**src/design/bcs_defs.vh**
```
// Constants for the blit control sequencer
`ifndef BCS_DEFS_VH
`define BCS_DEFS_VH
// Register indices
`define BCS_IDX_CTRL1 4'h0
`define BCS_IDX_CTRL2 4'h1
`define BCS_IDX_SRC_LO 4'h2
`define BCS_IDX_SRC_HI 4'h3
`define BCS_IDX_DST_LO 4'h4
`define BCS_IDX_DST_HI 4'h5
`define BCS_IDX_DIM_X 4'h6
`define BCS_IDX_DIM_Y 4'h7
`define BCS_IDX_PITCH 4'h8
`define BCS_IDX_LAST 4'he
// Control word 1 fields
`define BCS_C1_ACT 11
`define BCS_C1_DLIN 7
// Control word 2 fields
`define BCS_C2_LINE 11
`define BCS_C2_IRQ_EN 10
`define BCS_C2_YMAJ 9
`define BCS_C2_YDIR 8
`define BCS_C2_QUICK 7
`define BCS_C2_UPD 6
`define BCS_C2_PAT_HI 5
`define BCS_C2_PAT_LO 4
`define BCS_C2_MONO_TR 3
`define BCS_C2_TR_POL 2
`define BCS_C2_TR_SRC 1
`define BCS_C2_TR_EN 0
// Reset values
`define BCS_RST_WORD 16'h0000
// Abort drain count in system clocks; the abort is held for at most one clock more than this
`define BCS_ABORT_CYC 4'h3
`endif

```
**src/design/bcs_index_port.v**
```verilog
// Index pointer for the register access port
`timescale 1ns/1ps
module bcs_index_port (
  // Clock and reset
  input wire clk_sys_in,
  input wire rst_n_in,
  // Host side
  input wire idx_wr_in,
  input wire [3:0] idx_data_in,
  input wire ainc_dis_in,
  input wire rd_in,
  // Current index
  output reg [3:0] idx_out
);
  always @(posedge clk_sys_in or negedge rst_n_in) begin
    if (!rst_n_in) begin
      idx_out <= 4'h0;
    end else if (idx_wr_in) begin
      idx_out <= idx_data_in;
    end else if (rd_in && !ainc_dis_in) begin
      idx_out <= idx_out + 4'h1;
    end
  end
endmodule // bcs_index_port

```
**src/design/bcs_dest_adv.v**
```verilog
// Destination advance arithmetic
`timescale 1ns/1ps
module bcs_dest_adv (
  // Operands
  input wire [31:0] dst_in,
  input wire [15:0] dim_x_in,
  input wire [15:0] dim_y_in,
  input wire [15:0] pitch_in,
  input wire linear_in,
  // Result
  output reg [31:0] dst_out
);
  always @* begin
    if (linear_in) begin
      dst_out = dst_in + {16'h0000, dim_x_in} * {16'h0000, dim_y_in};
    end else begin
      dst_out = dst_in + {16'h0000, dim_x_in};
    end
  end
  // Pitch kept for future line-span variants
  wire unused_pitch;
  assign unused_pitch = |pitch_in;
endmodule // bcs_dest_adv

```
**src/design/bcs_top.v**
```verilog
// Blit engine control and indexed register file
`timescale 1ns/1ps
`include "bcs_defs.vh"
module bcs_top (
  // Clock and reset
  input wire clk_sys_in,
  input wire rst_n_in,
  // Host port: index (low port) and data (high port)
  input wire idx_wr_in,
  input wire [3:0] idx_data_in,
  input wire ainc_dis_in,
  input wire data_wr_in,
  input wire data_rd_in,
  input wire [15:0] wdata_in,
  output reg [15:0] rdata_out,
  // Engine side
  input wire eng_done_in,
  input wire eng_stopped_in,
  output reg eng_start_out,
  output reg eng_run_out,
  output reg eng_abort_out,
  // Mode outputs to the datapath
  output reg line_mode_out,
  output reg y_major_out,
  output reg y_up_out,
  output reg [1:0] pat_sel_out,
  output reg mono_tr_out,
  output reg tr_opaque_out,
  output reg tr_src_out,
  output reg tr_en_out,
  output reg irq_out
);
  // ****************************************
  // Registers
  // ****************************************
  // One-hot run states
  localparam [2:0] ST_IDLE = 3'b001;
  localparam [2:0] ST_RUN = 3'b010;
  localparam [2:0] ST_DRAIN = 3'b100;

  // Slot F is not stored; reads of it return zero
  reg [15:0] regs_q [0:14];
  wire [3:0] idx;
  wire [31:0] dst_next;
  reg [2:0] state_q;
  reg [2:0] state_d;
  reg [3:0] abort_cnt_q;
  reg [3:0] abort_cnt_d;
  reg start_d;
  reg irq_d;
  wire busy;
  wire done_ok;
  wire [15:0] c1;
  wire [15:0] c2;
  wire wr_ctrl1;
  wire wr_dlo;
  wire wr_slo;
  wire quick_go;
  wire host_clr_act;
  wire host_set_act;
  wire go_req;
  integer i;

  // Register index match, shared by every write decode
  function idx_hit;
    input [3:0] cur;
    input [3:0] want;
    begin
      idx_hit = (cur == want);
    end
  endfunction

  // Index F has no storage behind it
  function idx_valid;
    input [3:0] cur;
    begin
      idx_valid = (cur <= `BCS_IDX_LAST);
    end
  endfunction

  // Reserved codes fall back to no pattern, so a stray write
  // cannot select an undefined source
  function [1:0] pat_decode;
    input [1:0] code;
    begin
      pat_decode = (code == 2'h1) ? 2'h1 : 2'h0;
    end
  endfunction

  assign c1 = regs_q[`BCS_IDX_CTRL1];
  assign c2 = regs_q[`BCS_IDX_CTRL2];
  assign busy = (state_q == ST_RUN);

  // Index pointer with auto-increment
  bcs_index_port u_idx (
    .clk_sys_in(clk_sys_in),
    .rst_n_in(rst_n_in),
    .idx_wr_in(idx_wr_in),
    .idx_data_in(idx_data_in),
    .ainc_dis_in(ainc_dis_in),
    .rd_in(data_rd_in),
    .idx_out(idx)
  );

  bcs_dest_adv u_adv (
    .dst_in({regs_q[5], regs_q[4]}),
    .dim_x_in(regs_q[6]),
    .dim_y_in(regs_q[7]),
    .pitch_in(regs_q[8]),
    .linear_in(c1[`BCS_C1_DLIN]),
    .dst_out(dst_next)
  );

  // ****************************************
  // Write decode
  // ****************************************
  assign wr_ctrl1 = data_wr_in && idx_hit(idx, `BCS_IDX_CTRL1);
  assign wr_dlo = data_wr_in && idx_hit(idx, `BCS_IDX_DST_LO);
  assign wr_slo = data_wr_in && idx_hit(idx, `BCS_IDX_SRC_LO);
  // quick start trigger select
  // Source low is the last write of a chained copy when the
  // destination advances by itself
  assign quick_go = c2[`BCS_C2_QUICK] &&
    (c2[`BCS_C2_UPD] ? wr_slo : wr_dlo);
  assign host_clr_act = wr_ctrl1 && !wdata_in[`BCS_C1_ACT];
  assign host_set_act = wr_ctrl1 && wdata_in[`BCS_C1_ACT];
  assign go_req = host_set_act || quick_go;

  // ****************************************
  // Completion
  // ****************************************
  // Counts only while the activation bit still stands; an abort written
  // in the done cycle is not yet seen there, so the destination still advances
  assign done_ok = busy && eng_done_in && c1[`BCS_C1_ACT];

  // ****************************************
  // Register file
  // ****************************************
  always @(posedge clk_sys_in or negedge rst_n_in) begin
    if (!rst_n_in) begin
      for (i = 0; i < 15; i = i + 1) begin
        regs_q[i] <= `BCS_RST_WORD;
      end
    end else begin
      if (data_wr_in && idx_valid(idx)) begin
        regs_q[idx] <= wdata_in;
      end
      if (quick_go) begin
        regs_q[0][`BCS_C1_ACT] <= 1'b1;
      end
      if (done_ok) begin
        regs_q[0][`BCS_C1_ACT] <= 1'b0;
        if (c2[`BCS_C2_UPD]) begin
          regs_q[4] <= dst_next[15:0];
          regs_q[5] <= dst_next[31:16];
        end
      end
    end
  end

  // ****************************************
  // Run control
  // ****************************************
  // Next state and one-cycle pulses
  always @* begin
    state_d = state_q;
    abort_cnt_d = abort_cnt_q;
    start_d = 1'b0;
    irq_d = 1'b0;
    case (state_q)
      ST_IDLE: begin
        if (go_req) begin
          state_d = ST_RUN;
          start_d = 1'b1;
        end
      end
      ST_RUN: begin
        if (host_clr_act) begin
          state_d = ST_DRAIN;
          abort_cnt_d = `BCS_ABORT_CYC;
        end else if (eng_done_in) begin
          state_d = ST_IDLE;
          irq_d = c2[`BCS_C2_IRQ_EN];
        end
      end
      ST_DRAIN: begin
        // A new start drops the abort at once, else the engine
        // would be stopped again right after its launch
        if (go_req) begin
          state_d = ST_RUN;
          start_d = 1'b1;
        end else if (abort_cnt_q == 4'h0 || eng_stopped_in) begin
          // Abort held a fixed drain time or until the engine idles
          state_d = ST_IDLE;
        end else begin
          abort_cnt_d = abort_cnt_q - 4'h1;
        end
      end
      default: begin
        state_d = ST_IDLE;
      end
    endcase
  end

  // Every engine-facing line comes straight from a flop, so the
  // levels follow the next state rather than the current one
  always @(posedge clk_sys_in or negedge rst_n_in) begin
    if (!rst_n_in) begin
      state_q <= ST_IDLE;
      abort_cnt_q <= 4'h0;
      eng_start_out <= 1'b0;
      eng_run_out <= 1'b0;
      eng_abort_out <= 1'b0;
      irq_out <= 1'b0;
    end else begin
      state_q <= state_d;
      abort_cnt_q <= abort_cnt_d;
      eng_start_out <= start_d;
      eng_run_out <= (state_d == ST_RUN);
      eng_abort_out <= (state_d == ST_DRAIN);
      irq_out <= irq_d;
    end
  end

  // ****************************************
  // Mode decode
  // ****************************************
  always @(posedge clk_sys_in or negedge rst_n_in) begin
    if (!rst_n_in) begin
      line_mode_out <= 1'b0;
      y_major_out <= 1'b0;
      y_up_out <= 1'b0;
      pat_sel_out <= 2'h0;
      mono_tr_out <= 1'b0;
      tr_opaque_out <= 1'b0;
      tr_src_out <= 1'b0;
      tr_en_out <= 1'b0;
    end else begin
      line_mode_out <= c2[`BCS_C2_LINE];
      // Line-only fields are forced low outside line mode so the
      // datapath never acts on a stale axis or direction
      // major axis only for lines
      y_major_out <= c2[`BCS_C2_LINE] & c2[`BCS_C2_YMAJ];
      y_up_out <= c2[`BCS_C2_LINE] & c2[`BCS_C2_YDIR];
      // reserved codes fall back to none
      pat_sel_out <= pat_decode(c2[`BCS_C2_PAT_HI:`BCS_C2_PAT_LO]);
      mono_tr_out <= c2[`BCS_C2_MONO_TR];
      tr_opaque_out <= c2[`BCS_C2_TR_POL];
      tr_src_out <= c2[`BCS_C2_TR_SRC];
      tr_en_out <= c2[`BCS_C2_TR_EN];
    end
  end

  // ****************************************
  // Readback
  // ****************************************
  // One cycle of lag: after an index load the host lets one
  // edge pass before it samples the data port
  always @(posedge clk_sys_in or negedge rst_n_in) begin
    if (!rst_n_in) begin
      rdata_out <= `BCS_RST_WORD;
    end else if (idx_valid(idx)) begin
      rdata_out <= regs_q[idx];
    end else begin
      rdata_out <= 16'h0000;
    end
  end
endmodule // bcs_top

```
**config.mk**
```make
export PLATFORM = sky130hd
export DESIGN_NAME = bcs_top
export DESIGN_NICKNAME = d
export VERILOG_FILES = /design/src/design/bcs_index_port.v /design/src/design/bcs_dest_adv.v /design/src/design/bcs_top.v
export VERILOG_INCLUDE_DIRS = /design/src /design/src/design
export SDC_FILE = /design/constraint.sdc
export NUM_CORES = 1
export LEC_CHECK = 0
export ABC_CLOCK_PERIOD_IN_PS = 19400
export BUFFER_PORTS_ARGS = -buffer_cell sky130_fd_sc_hd__buf_2
export CELL_PAD_IN_SITES_DETAIL_PLACEMENT = 1
export CELL_PAD_IN_SITES_GLOBAL_PLACEMENT = 2
export CORE_UTILIZATION = 45
export CTS_BUF_LIST = sky130_fd_sc_hd__clkbuf_4
export CTS_CLUSTER_SIZE = 24
export DETAILED_ROUTE_END_ITERATION = 10
export HOLD_SLACK_MARGIN = 0.08
export PLACE_DENSITY = 0.92
export SLEW_MARGIN = 20
export SYNTH_ARGS = -nofsm -noshare
export SYNTH_HDL_FRONTEND = slang
export SYNTH_SLANG_ARGS = --single-unit
```
**constraint.sdc**
```tcl
create_clock -name clk_sys_in -period 19.4 [get_ports clk_sys_in]
set_clock_uncertainty 0.2 [all_clocks]
set_input_delay 0.97 -clock clk_sys_in [delete_from_list [all_inputs] [get_ports clk_sys_in]]
set_output_delay 0.97 -clock clk_sys_in [all_outputs]
set_load 0.03 [all_outputs]
```
* After elaboration in Yosys (flattened, before gate mapping)
Cells that the tools add are included.
Word-level totals: register bits 279, bits in latches 0, memory bits (writable) 0, memory bits (read-only) 0, bits of input ports 28, output and inout port bits 29, logic and storage cells 108, memories kept 0
Cells by class: $add $sub $neg 4, multipliers 1, divide/modulo/power cells 0, $lt $le $gt $ge 3, eq/ne operators 11, shift-type cells 0, multiplexer cells 32, bitwise operators 3, reduce and logical (&&, ||, !) cells 22
Operators by type and width (number):
- $bwmux 240 | 1
- $mux 236 | 1
- $mux 32 | 3
- $bmux 16 s4 | 1
- $demux 16 s4 | 1
- $mux 16 | 4
- $add 32x16->32 | 1
- $add 32x32->32 | 1
- $mul 16x16->32 | 1
- $mux 4 | 5
- $mux 3 | 5
- $logic_and 1x1->1 | 11
- $mux 1 | 9
- $pmux 3 s3 | 1
- $logic_not 4->1 | 2
- $pmux 4 s2 | 1
- $eq 3x2->1 const B | 2
- $eq 3x3->1 const B | 2
- $ge 5x5->1 const B | 1
- $lt 5x1->1 const B | 1
- $not 4->5 | 1
- $add 4x1->4 const B | 1
- $eq 4x2->1 const B | 1
- $eq 4x3->1 const B | 1
- other kinds (13) | 18

* Depth between registers and ports, before layout
Gate-level depths: netlist of run 1.
word-level depth 9, gate-level depth with buffers 24, depth with buffers taken out 22

* Cells and area by module
From an unflattened synthesis of run 1, not the netlist that was laid out.
Second synthesis, totals: cells, all modules 2182, area total of the unflattened synthesis 23570.1 µm²
Modules (own cells, without submodules):
- bcs_top | times used 1, cells each 833, area an instance 12456.9 µm², seq. area each 6882.9 µm²
- bcs_dest_adv | times used 1, cells each 1327, area an instance 10895.4 µm², seq. area each 0.0 µm²
- bcs_index_port | times used 1, cells each 22, area an instance 217.7 µm², seq. area each 100.1 µm²

* Worst setup path before layout of run 1
No wires, ideal clock.
path kind register to register, start register regs_q[113] (netlist name), end register regs_q[159] (netlist name), library setup time 0.094 ns, arrival 5.826 ns, slack 13.280 ns, stages on the path, launching flop included 23, buffers on the path 2, cells stage by stage dfrtp_1 > clkbuf_1 > and2_1 > fa_1 > inv_1 > fa_1 > inv_1 > fa_1 > inv_1 > fa_1 > fa_1 > fa_1 > inv_1 > ha_1 > clkbuf_1 > a21o_1 > a221o_1 > nand3_1 > a31oi_1 > a2111oi_2 > xnor2_1 > xnor2_1 > a211oi_1
Between the ends: cells in the longest elaborated chain, start to end 5
RTL lines:
- start: declaration | line bcs_top.v:42 | reg [15:0] regs_q [0:14];
- start signal: indexed assignment | line bcs_top.v:142 | regs_q[i] <= `BCS_RST_WORD;
- start signal: indexed assignment | line bcs_top.v:146 | regs_q[idx] <= wdata_in;
- $mul 16x16->32 | line bcs_dest_adv.v:15 | dst_out = dst_in + {16'h0000, dim_x_in} * {16'h0000, dim_y_in};
- $add 32x32->32 | line bcs_dest_adv.v:15
- $mux 32 | line bcs_dest_adv.v:14 | if (linear_in) begin
- $mux 32 | line bcs_top.v:153 | if (c2[`BCS_C2_UPD]) begin
- $mux 32 | line bcs_top.v:151 | if (done_ok) begin
No other way between the ends. A chain may end at the register's enable or synchronous reset.

* Worst setup path after layout of run 1
start register regs_q[138] (netlist name), end register regs_q[158] (netlist name)
Between the ends: cells in the longest elaborated chain, start to end 5, elaborated cells on any way between the ends 6, classes of those cells 2 x add/sub; 1 x mul; 3 x mux
RTL lines (line):
- $mul 16x16->32 | bcs_dest_adv.v:15
- $add 32x32->32 | bcs_dest_adv.v:15
- $mux 32 * | bcs_dest_adv.v:14
- $mux 32 * | bcs_top.v:153
- $mux 32 * | bcs_top.v:151
Mark *: on every way between the ends. The rest lies on a longest branch, timed or not.

==> metrics.txt, run 1 <==
outcome=complete, no violations; synthesized area per cell=10.7 µm²; RSZ-0062 raised after global routing=no; fin area=25200 µm²; Crit. End Element=register; Crit path arrival time=7620 ps; layout cells sized above 1=21.5%; Routed WL per cell=23.6 µm; Hold WC Path Type=in -> async; setup bufs post-CTS=0; CTS H-tree depth=3; clk sinks=279; top_reg_cell synth=dfrtp_1; ys async rst share=100%; ranking of synthesized cells by area=dfrtp_1, fa_1, mux2_2; First-pass DRT Iterations=5; Routed Antenna Nets=0; final worst slack=12210 ps; chip height=230 µm; GP Congestion=0.901; Root Buffer=clkbuf_4; total track usage=27.6%; Max Buffers Root-to-Sink=3; Die Wd=230 µm; maximum clock rate=0.139 GHz; top cells by count, synth=inv_1, dfrtp_1, fa_1; cts hold-fix bufs=0; Yosys warnings=0; Worst-Skew Late Latency=770 ps; Final Util=49.1%; drt initial violations=1199; Critical Path RT=19830 ps; post-synth cell types=69; Tcrit/Tclk final=37.0%; max cap viols=0; gr ovfl total=0; startpoint type of the worst setup path=register; Layout area overhead=7.83%; Synth Register Bits=279; Seq/Total Area, Yosys=29.9%; Slew @ Worst Pin=1190 ps; total core area=51300 µm²; CP max FO=19; Post-DP Area=24300 µm²; Synth area leader=dfrtp_1; Initial Util=45.5%; Slew Viols, Final=0; row cnt=83; Post-synth EDFFs=0; area fraction of the dominant cell type after synthesis=29.8%; # port buffers=55; Worst-path clk slew=70 ps; Layout Nets=2599; DIE AREA=52800 µm²; setup TNS=0 ps; number of vias per cell=5.75; relative slew slack=20.3%; most common cell in the netlist=inv_1; CTS resizes=0; Synth Instances=2187; hpwl dp=50.5 mm; Residual DRC=0; endpoints failing hold=0; CTS Buf Count=71; CTS tree=yes; Post-Route WL=69.6 mm; Vias=16952; pre-CTS setup slack=12370 ps; io pins=57; pin count of the biggest net entering global routing=127; Cell Area, Synth=23400 µm²; Final Critical Period=7190 ps; Syn Nets=2562; Final setup viols=0; initial antenna violation count=5; WS Path Type=reg -> reg; vias in the first global route=19511; first-pass GRT wire length=112 mm
==> worst max-delay path, cell delays in order, from the launching register on <==
cell      delay (ps)
dfrtp_1          920
nand2_1          180
fa_1             540
fa_1             560
inv_1             50
fa_1             510
fa_1             570
fa_1             510
inv_1             50
fa_1             480
inv_1             40
ha_1             250
or2_2            360
a211oi_1         570
o211ai_1         320
a21oi_1          340
o21ai_0          170
and3_1           210
a211oi_1         220
==> layer usage <==
metal / routed length, µm / vias up / global-route usage (%)
li1: - / 7294 / -
met1: 29300 / 9025 / 35.9
met2: 34500 / 496 / 46.2
met3: 3300 / 137 / 4.01
met4: 2560 / 0 / 11.1
met5: 0 / - / 0
==> cells by family after synthesis <==
| logic type | after synthesis | synth area share [%] |
|---|---|---|
| compound gates | 239 | 6.61 |
| xor+xnor | 55 | 2.06 |
| fa+ha+maj | 347 | 25.8 |
| buf+inv | 458 | 7.43 |
| flops | 279 | 29.9 |
| mux | 306 | 17.6 |
| other cells | 1 | 0.0161 |
| simple gates | 502 | 10.5 |
==> flip-flops by register name, indices dropped and copies added, names as in the netlist, 3 cells and up <==
| signal | count |
|---|---|
| regs_q | 208 |
| c2 | 16 |
| state_q | 3 |
| abort_cnt_q | 4 |
| u_idx.idx_out | 4 |
| c1 | 16 |
| rdata_out | 16 |
==> path summary, 6_finish.rpt <==
check                                             start  slack (ps)                endpoint  cells past startpoint
worst max-delay path            regs_q[138]$_DFFE_PN0P_       12210   regs_q[158]$_DFF_PN0_                     18
worst min-delay path                           rst_n_in         130  rdata_out[3]$_DFF_PN0_                      1
worst max register to register  regs_q[138]$_DFFE_PN0P_       12210   regs_q[158]$_DFF_PN0_                     18
worst min register to register        c2[1]$_DFFE_PN0P_         200    tr_src_out$_DFF_PN0_                      0
max in group asynchronous                      rst_n_in       17290      c2[10]$_DFFE_PN0P_                      2
min in group clk_sys_in               c2[1]$_DFFE_PN0P_         200    tr_src_out$_DFF_PN0_                      0
==> cells in the final DEF, fill, tap and decap left out, drive strengths merged, types with 18 or more instances in the layout <==
| cell | netlist | final |
|---|---|---|
| buf | 20 | 83 |
| nor2b | 25 | 25 |
| dfrtp | 278 | 278 |
| xnor2 | 32 | 32 |
| a21o | 18 | 18 |
| mux4 | 64 | 64 |
| xor2 | 23 | 23 |
| clkbuf | 99 | 100 |
| a21oi | 62 | 62 |
| nor2 | 51 | 51 |
| nand2 | 221 | 221 |
| ha | 121 | 121 |
| mux2 | 207 | 207 |
| o21ai | 64 | 64 |
| and2 | 123 | 123 |
| inv | 339 | 340 |
| a211oi | 19 | 19 |
| fa | 226 | 226 |
| mux2i | 35 | 35 |
==> metrics by stage <==
stage                     hold WS, ps  cells
after global routing              174   2948
after detailed placement          189   2831
after global placement            181   2831
after floorplan                   166   2187
after CTS                         122   2944
final                             129   2948
==> final cells by class <==
type | instances | area, µm²
Clock inverter | 13 | 120
Fill cell | 5619 | 26100
Antenna cell | 4 | 10.0
Clock buffer | 100 | 751
Tap cell | 680 | 851
Inverter | 339 | 1270
Sequential cell | 279 | 6990
Multi-Input combinational cell | 1450 | 14700
Timing Repair Buffer | 83 | 499
Power of run 1 is not shown: default switching activity piles up to over one toggle a cycle in this logic, so the estimate is an artifact.
==> run 2: changes to the inputs <==
--- a/config.mk
+++ b/config.mk
@@ -6,16 +6,17 @@
 export SDC_FILE = /design/constraint.sdc
 export NUM_CORES = 1
 export LEC_CHECK = 0
-export ABC_CLOCK_PERIOD_IN_PS = 19400
+export ABC_AREA = 1
+export ABC_CLOCK_PERIOD_IN_PS = 6150
 export BUFFER_PORTS_ARGS = -buffer_cell sky130_fd_sc_hd__buf_2
 export CELL_PAD_IN_SITES_DETAIL_PLACEMENT = 1
 export CELL_PAD_IN_SITES_GLOBAL_PLACEMENT = 2
-export CORE_UTILIZATION = 45
+export CORE_UTILIZATION = 35
 export CTS_BUF_LIST = sky130_fd_sc_hd__clkbuf_4
 export CTS_CLUSTER_SIZE = 24
 export DETAILED_ROUTE_END_ITERATION = 10
 export HOLD_SLACK_MARGIN = 0.08
-export PLACE_DENSITY = 0.92
+export PLACE_DENSITY = 0.87
 export SLEW_MARGIN = 20
 export SYNTH_ARGS = -nofsm -noshare
 export SYNTH_HDL_FRONTEND = slang
==> constraint.sdc (replaced) <==
create_clock -name clk_sys_in -period 6.15 [get_ports clk_sys_in]
set_clock_uncertainty 0.2 [all_clocks]
set_input_delay 0.3075 -clock clk_sys_in [delete_from_list [all_inputs] [get_ports clk_sys_in]]
set_output_delay 0.3075 -clock clk_sys_in [all_outputs]
set_load 0.03 [all_outputs]
==> metrics.txt, run 2 <==
outcome=complete, no violations; Post-synth EDFFs=0 (unchanged); most frequent cells in the layout=nand2_1, inv_1, o21ai_0; M1 WL=39.7 mm (+36%); io pins=57 (unchanged); chip height=267 µm (+16%); First-pass DRT Iterations=5 (unchanged); GP Congestion=0.972 (+7.9%); most common cell in the netlist=nand2_1; Critical Path RT=6680 ps (-13150 ps); area fraction of the dominant cell type after synthesis=28.3% (-1.5 points); final worst slack=231 ps (-11980 ps); vias in the first global route=23862 (+22%); Post-Route WL=94.3 mm (+36%); Synth Instances=3361 (+54%); Seq/Total Area, Yosys=28.4% (-1.5 points); pin count of the biggest net entering global routing=113 (-11%); Worst-path clk slew=70 ps (about the same); metal2 WL=46.3 mm (+34%); Top Layer Used=met5; relative slew slack=30.6% (+10 points); ranking of synthesized cells by area=dfrtp_1, fa_1, nand2_1; total core area=69100 µm² (+35%); max cap viols=0 (unchanged); maximum clock rate=0.169 GHz (+21%); Final Critical Period=5920 ps (-1270 ps); Root Buffer=clkbuf_4; initial antenna violation count=6 (+1); Hold WC Path Type=in -> reg; CTS Buf Count=79 (+11%); Buf/Inv on CP=8 (+5); DIE AREA=71400 µm² (+35%); Biggest register=regs_q; Syn Nets=3736 (+46%); WP depth=24 (+6); Tcrit/Tclk final=96.2% (+59 points); top_reg_cell synth=dfrtp_1; Final setup viols=0 (unchanged); Cell Area, Synth=24600 µm² (+5.3%); commonest non-fill, non-tap cell in the layout=nand2_1; WS Path Type=reg -> reg; Cell Chain, Critical Path=buf_4 -> nand2_1 -> inv_1 -> fa_1 -> inv_1 -> fa_1 -> inv_1 -> fa_1 -> fa_1 -> fa_1 -> inv_1 -> fa_1 -> inv_1 -> ha_1 -> nand2_1 -> inv_1 -> nand2_1 -> nor3_4 -> nand2_1 -> nand3b_1 -> nand3_1 -> nand3_1 -> nand2_1 -> inv_1; synthesized area per cell=7.32 µm² (-31%); Crit path arrival time=6450 ps (-1170 ps); layout cells sized above 1=9.31% (-12 points); Final Util=40.3% (-8.8 points); met3 wire length=4.05 mm (+23%); Synth area leader=dfrtp_1; hold-critical path depth=4; setup TNS=0 ps (unchanged); Max Buffers Root-to-Sink=3 (unchanged); Initial Util=35.6% (-9.9 points); Routed WL per cell=21.2 µm (-10%); CTS tree=yes; first-pass GRT wire length=145 mm (+29%); drt initial violations=1415 (+18%); RSZ-0062 raised after global routing=no; Slew @ Worst Pin=1040 ps (-151 ps); Residual DRC=0 (unchanged); Die Wd=267 µm (+16%); R2R cell count=24 (+6); Vias=22848 (+35%); Crit. End Element=register; cell family with most CP delay=adder cells; startpoint type of the worst setup path=register; ys async rst share=100% (unchanged); CP max FO=6 (-13); CP peak stage delay=530 ps (-390 ps); endpoints failing hold=0 (unchanged); CTS H-tree depth=3 (unchanged); Slew Viols, Final=0 (unchanged); total track usage=27.1% (-0.51 points); post-synth cell types=43 (-38%); pre-CTS setup slack=-3.39 ps (-12380 ps); Layout area overhead=13.1%; slowest cell on the critical path=fa_1; row cnt=96 (+16%); gr ovfl total=0 (unchanged); Worst-Skew Late Latency=830 ps (+60 ps); Synth Register Bits=279 (unchanged); top cells by count, synth=nand2_1, inv_1, o21ai_0; Yosys warnings=0 (unchanged); most used cell along the critical path=inv_1; clk sinks=279 (unchanged); max reg flops=208 (unchanged); hpwl dp=70.4 mm (+39%); number of vias per cell=5.13 (-11%); Routed Antenna Nets=0 (unchanged); # port buffers=55 (unchanged); Layout Nets=3847 (+48%)
[run 2: cells by family (layout without fill, tap and decap cells)]
kind of cell	count (synthesis)	after routing	synth area share, %
flops	279	279	28.4
compound gates	552	552	12.1
fa+ha+maj	347	347	24.5
xor+xnor	10	10	0.356
other cells	1	4	0.0152
buf+inv	861	1022	13.3
simple gates	1311	1311	21.2
[run 2: layout make-up]
class | count | area, µm²
timing repair buffer | 216 | 1730
sequential | 279 | 7010
tap | 931 | 1160
inverter | 675 | 2530
fill | 8706 | 41200
antenna | 3 | 7.51
multi-input combinational | 2221 | 14400
clock buffer | 112 | 841
clock inverter | 19 | 121
[run 2: layer usage]
layer | vias up | track usage, %
met5 | - | 0
met4 | 2 | 12.3
met3 | 206 | 3.77
met2 | 568 | 46.1
met1 | 11554 | 33.9
li1 | 10518 | -
[run 2: worst min-delay path: cells and delay by family]
family	cells	cell delay, ps
buf+inv	2	660
compound gates	1	70
simple gates	1	60
[run 2: what timing repair did]
action	4_1_cts	5_1_grt
cloned	0	0
endpoints found under the hold margin	273	0
resized for setup	2	36
hold buffers	75	0
setup buffers	0	1
setup endpoints to repair	1	20
[run 2: through the flow]
step                cell area, µm²  hold WS, ps  cells
floorplan                    24600         -188   3361
global placement             26000          196   4246
detailed placement           26000          190   4246
CTS                          27700          125   4452
global route                 27800          162   4456
finish                       27800          183   4456
[run 2: final timing paths]
check	end	slack (ps)	from
worst max-delay path	regs_q[144]$_DFF_PN0_	230	regs_q[122]$_DFFE_PN0P_
worst min-delay path	regs_q[11]$_DFFE_PN0P_	180	wdata_in[11]
worst max register to register	regs_q[144]$_DFF_PN0_	230	regs_q[122]$_DFFE_PN0P_
worst min register to register	tr_src_out$_DFF_PN0_	210	c2[1]$_DFFE_PN0P_
max in group asynchronous	regs_q[123]$_DFFE_PN0P_	4270	rst_n_in
min in group asynchronous	regs_q[28]$_DFFE_PN0P_	310	rst_n_in
Power of run 2 is left out for the same reason.
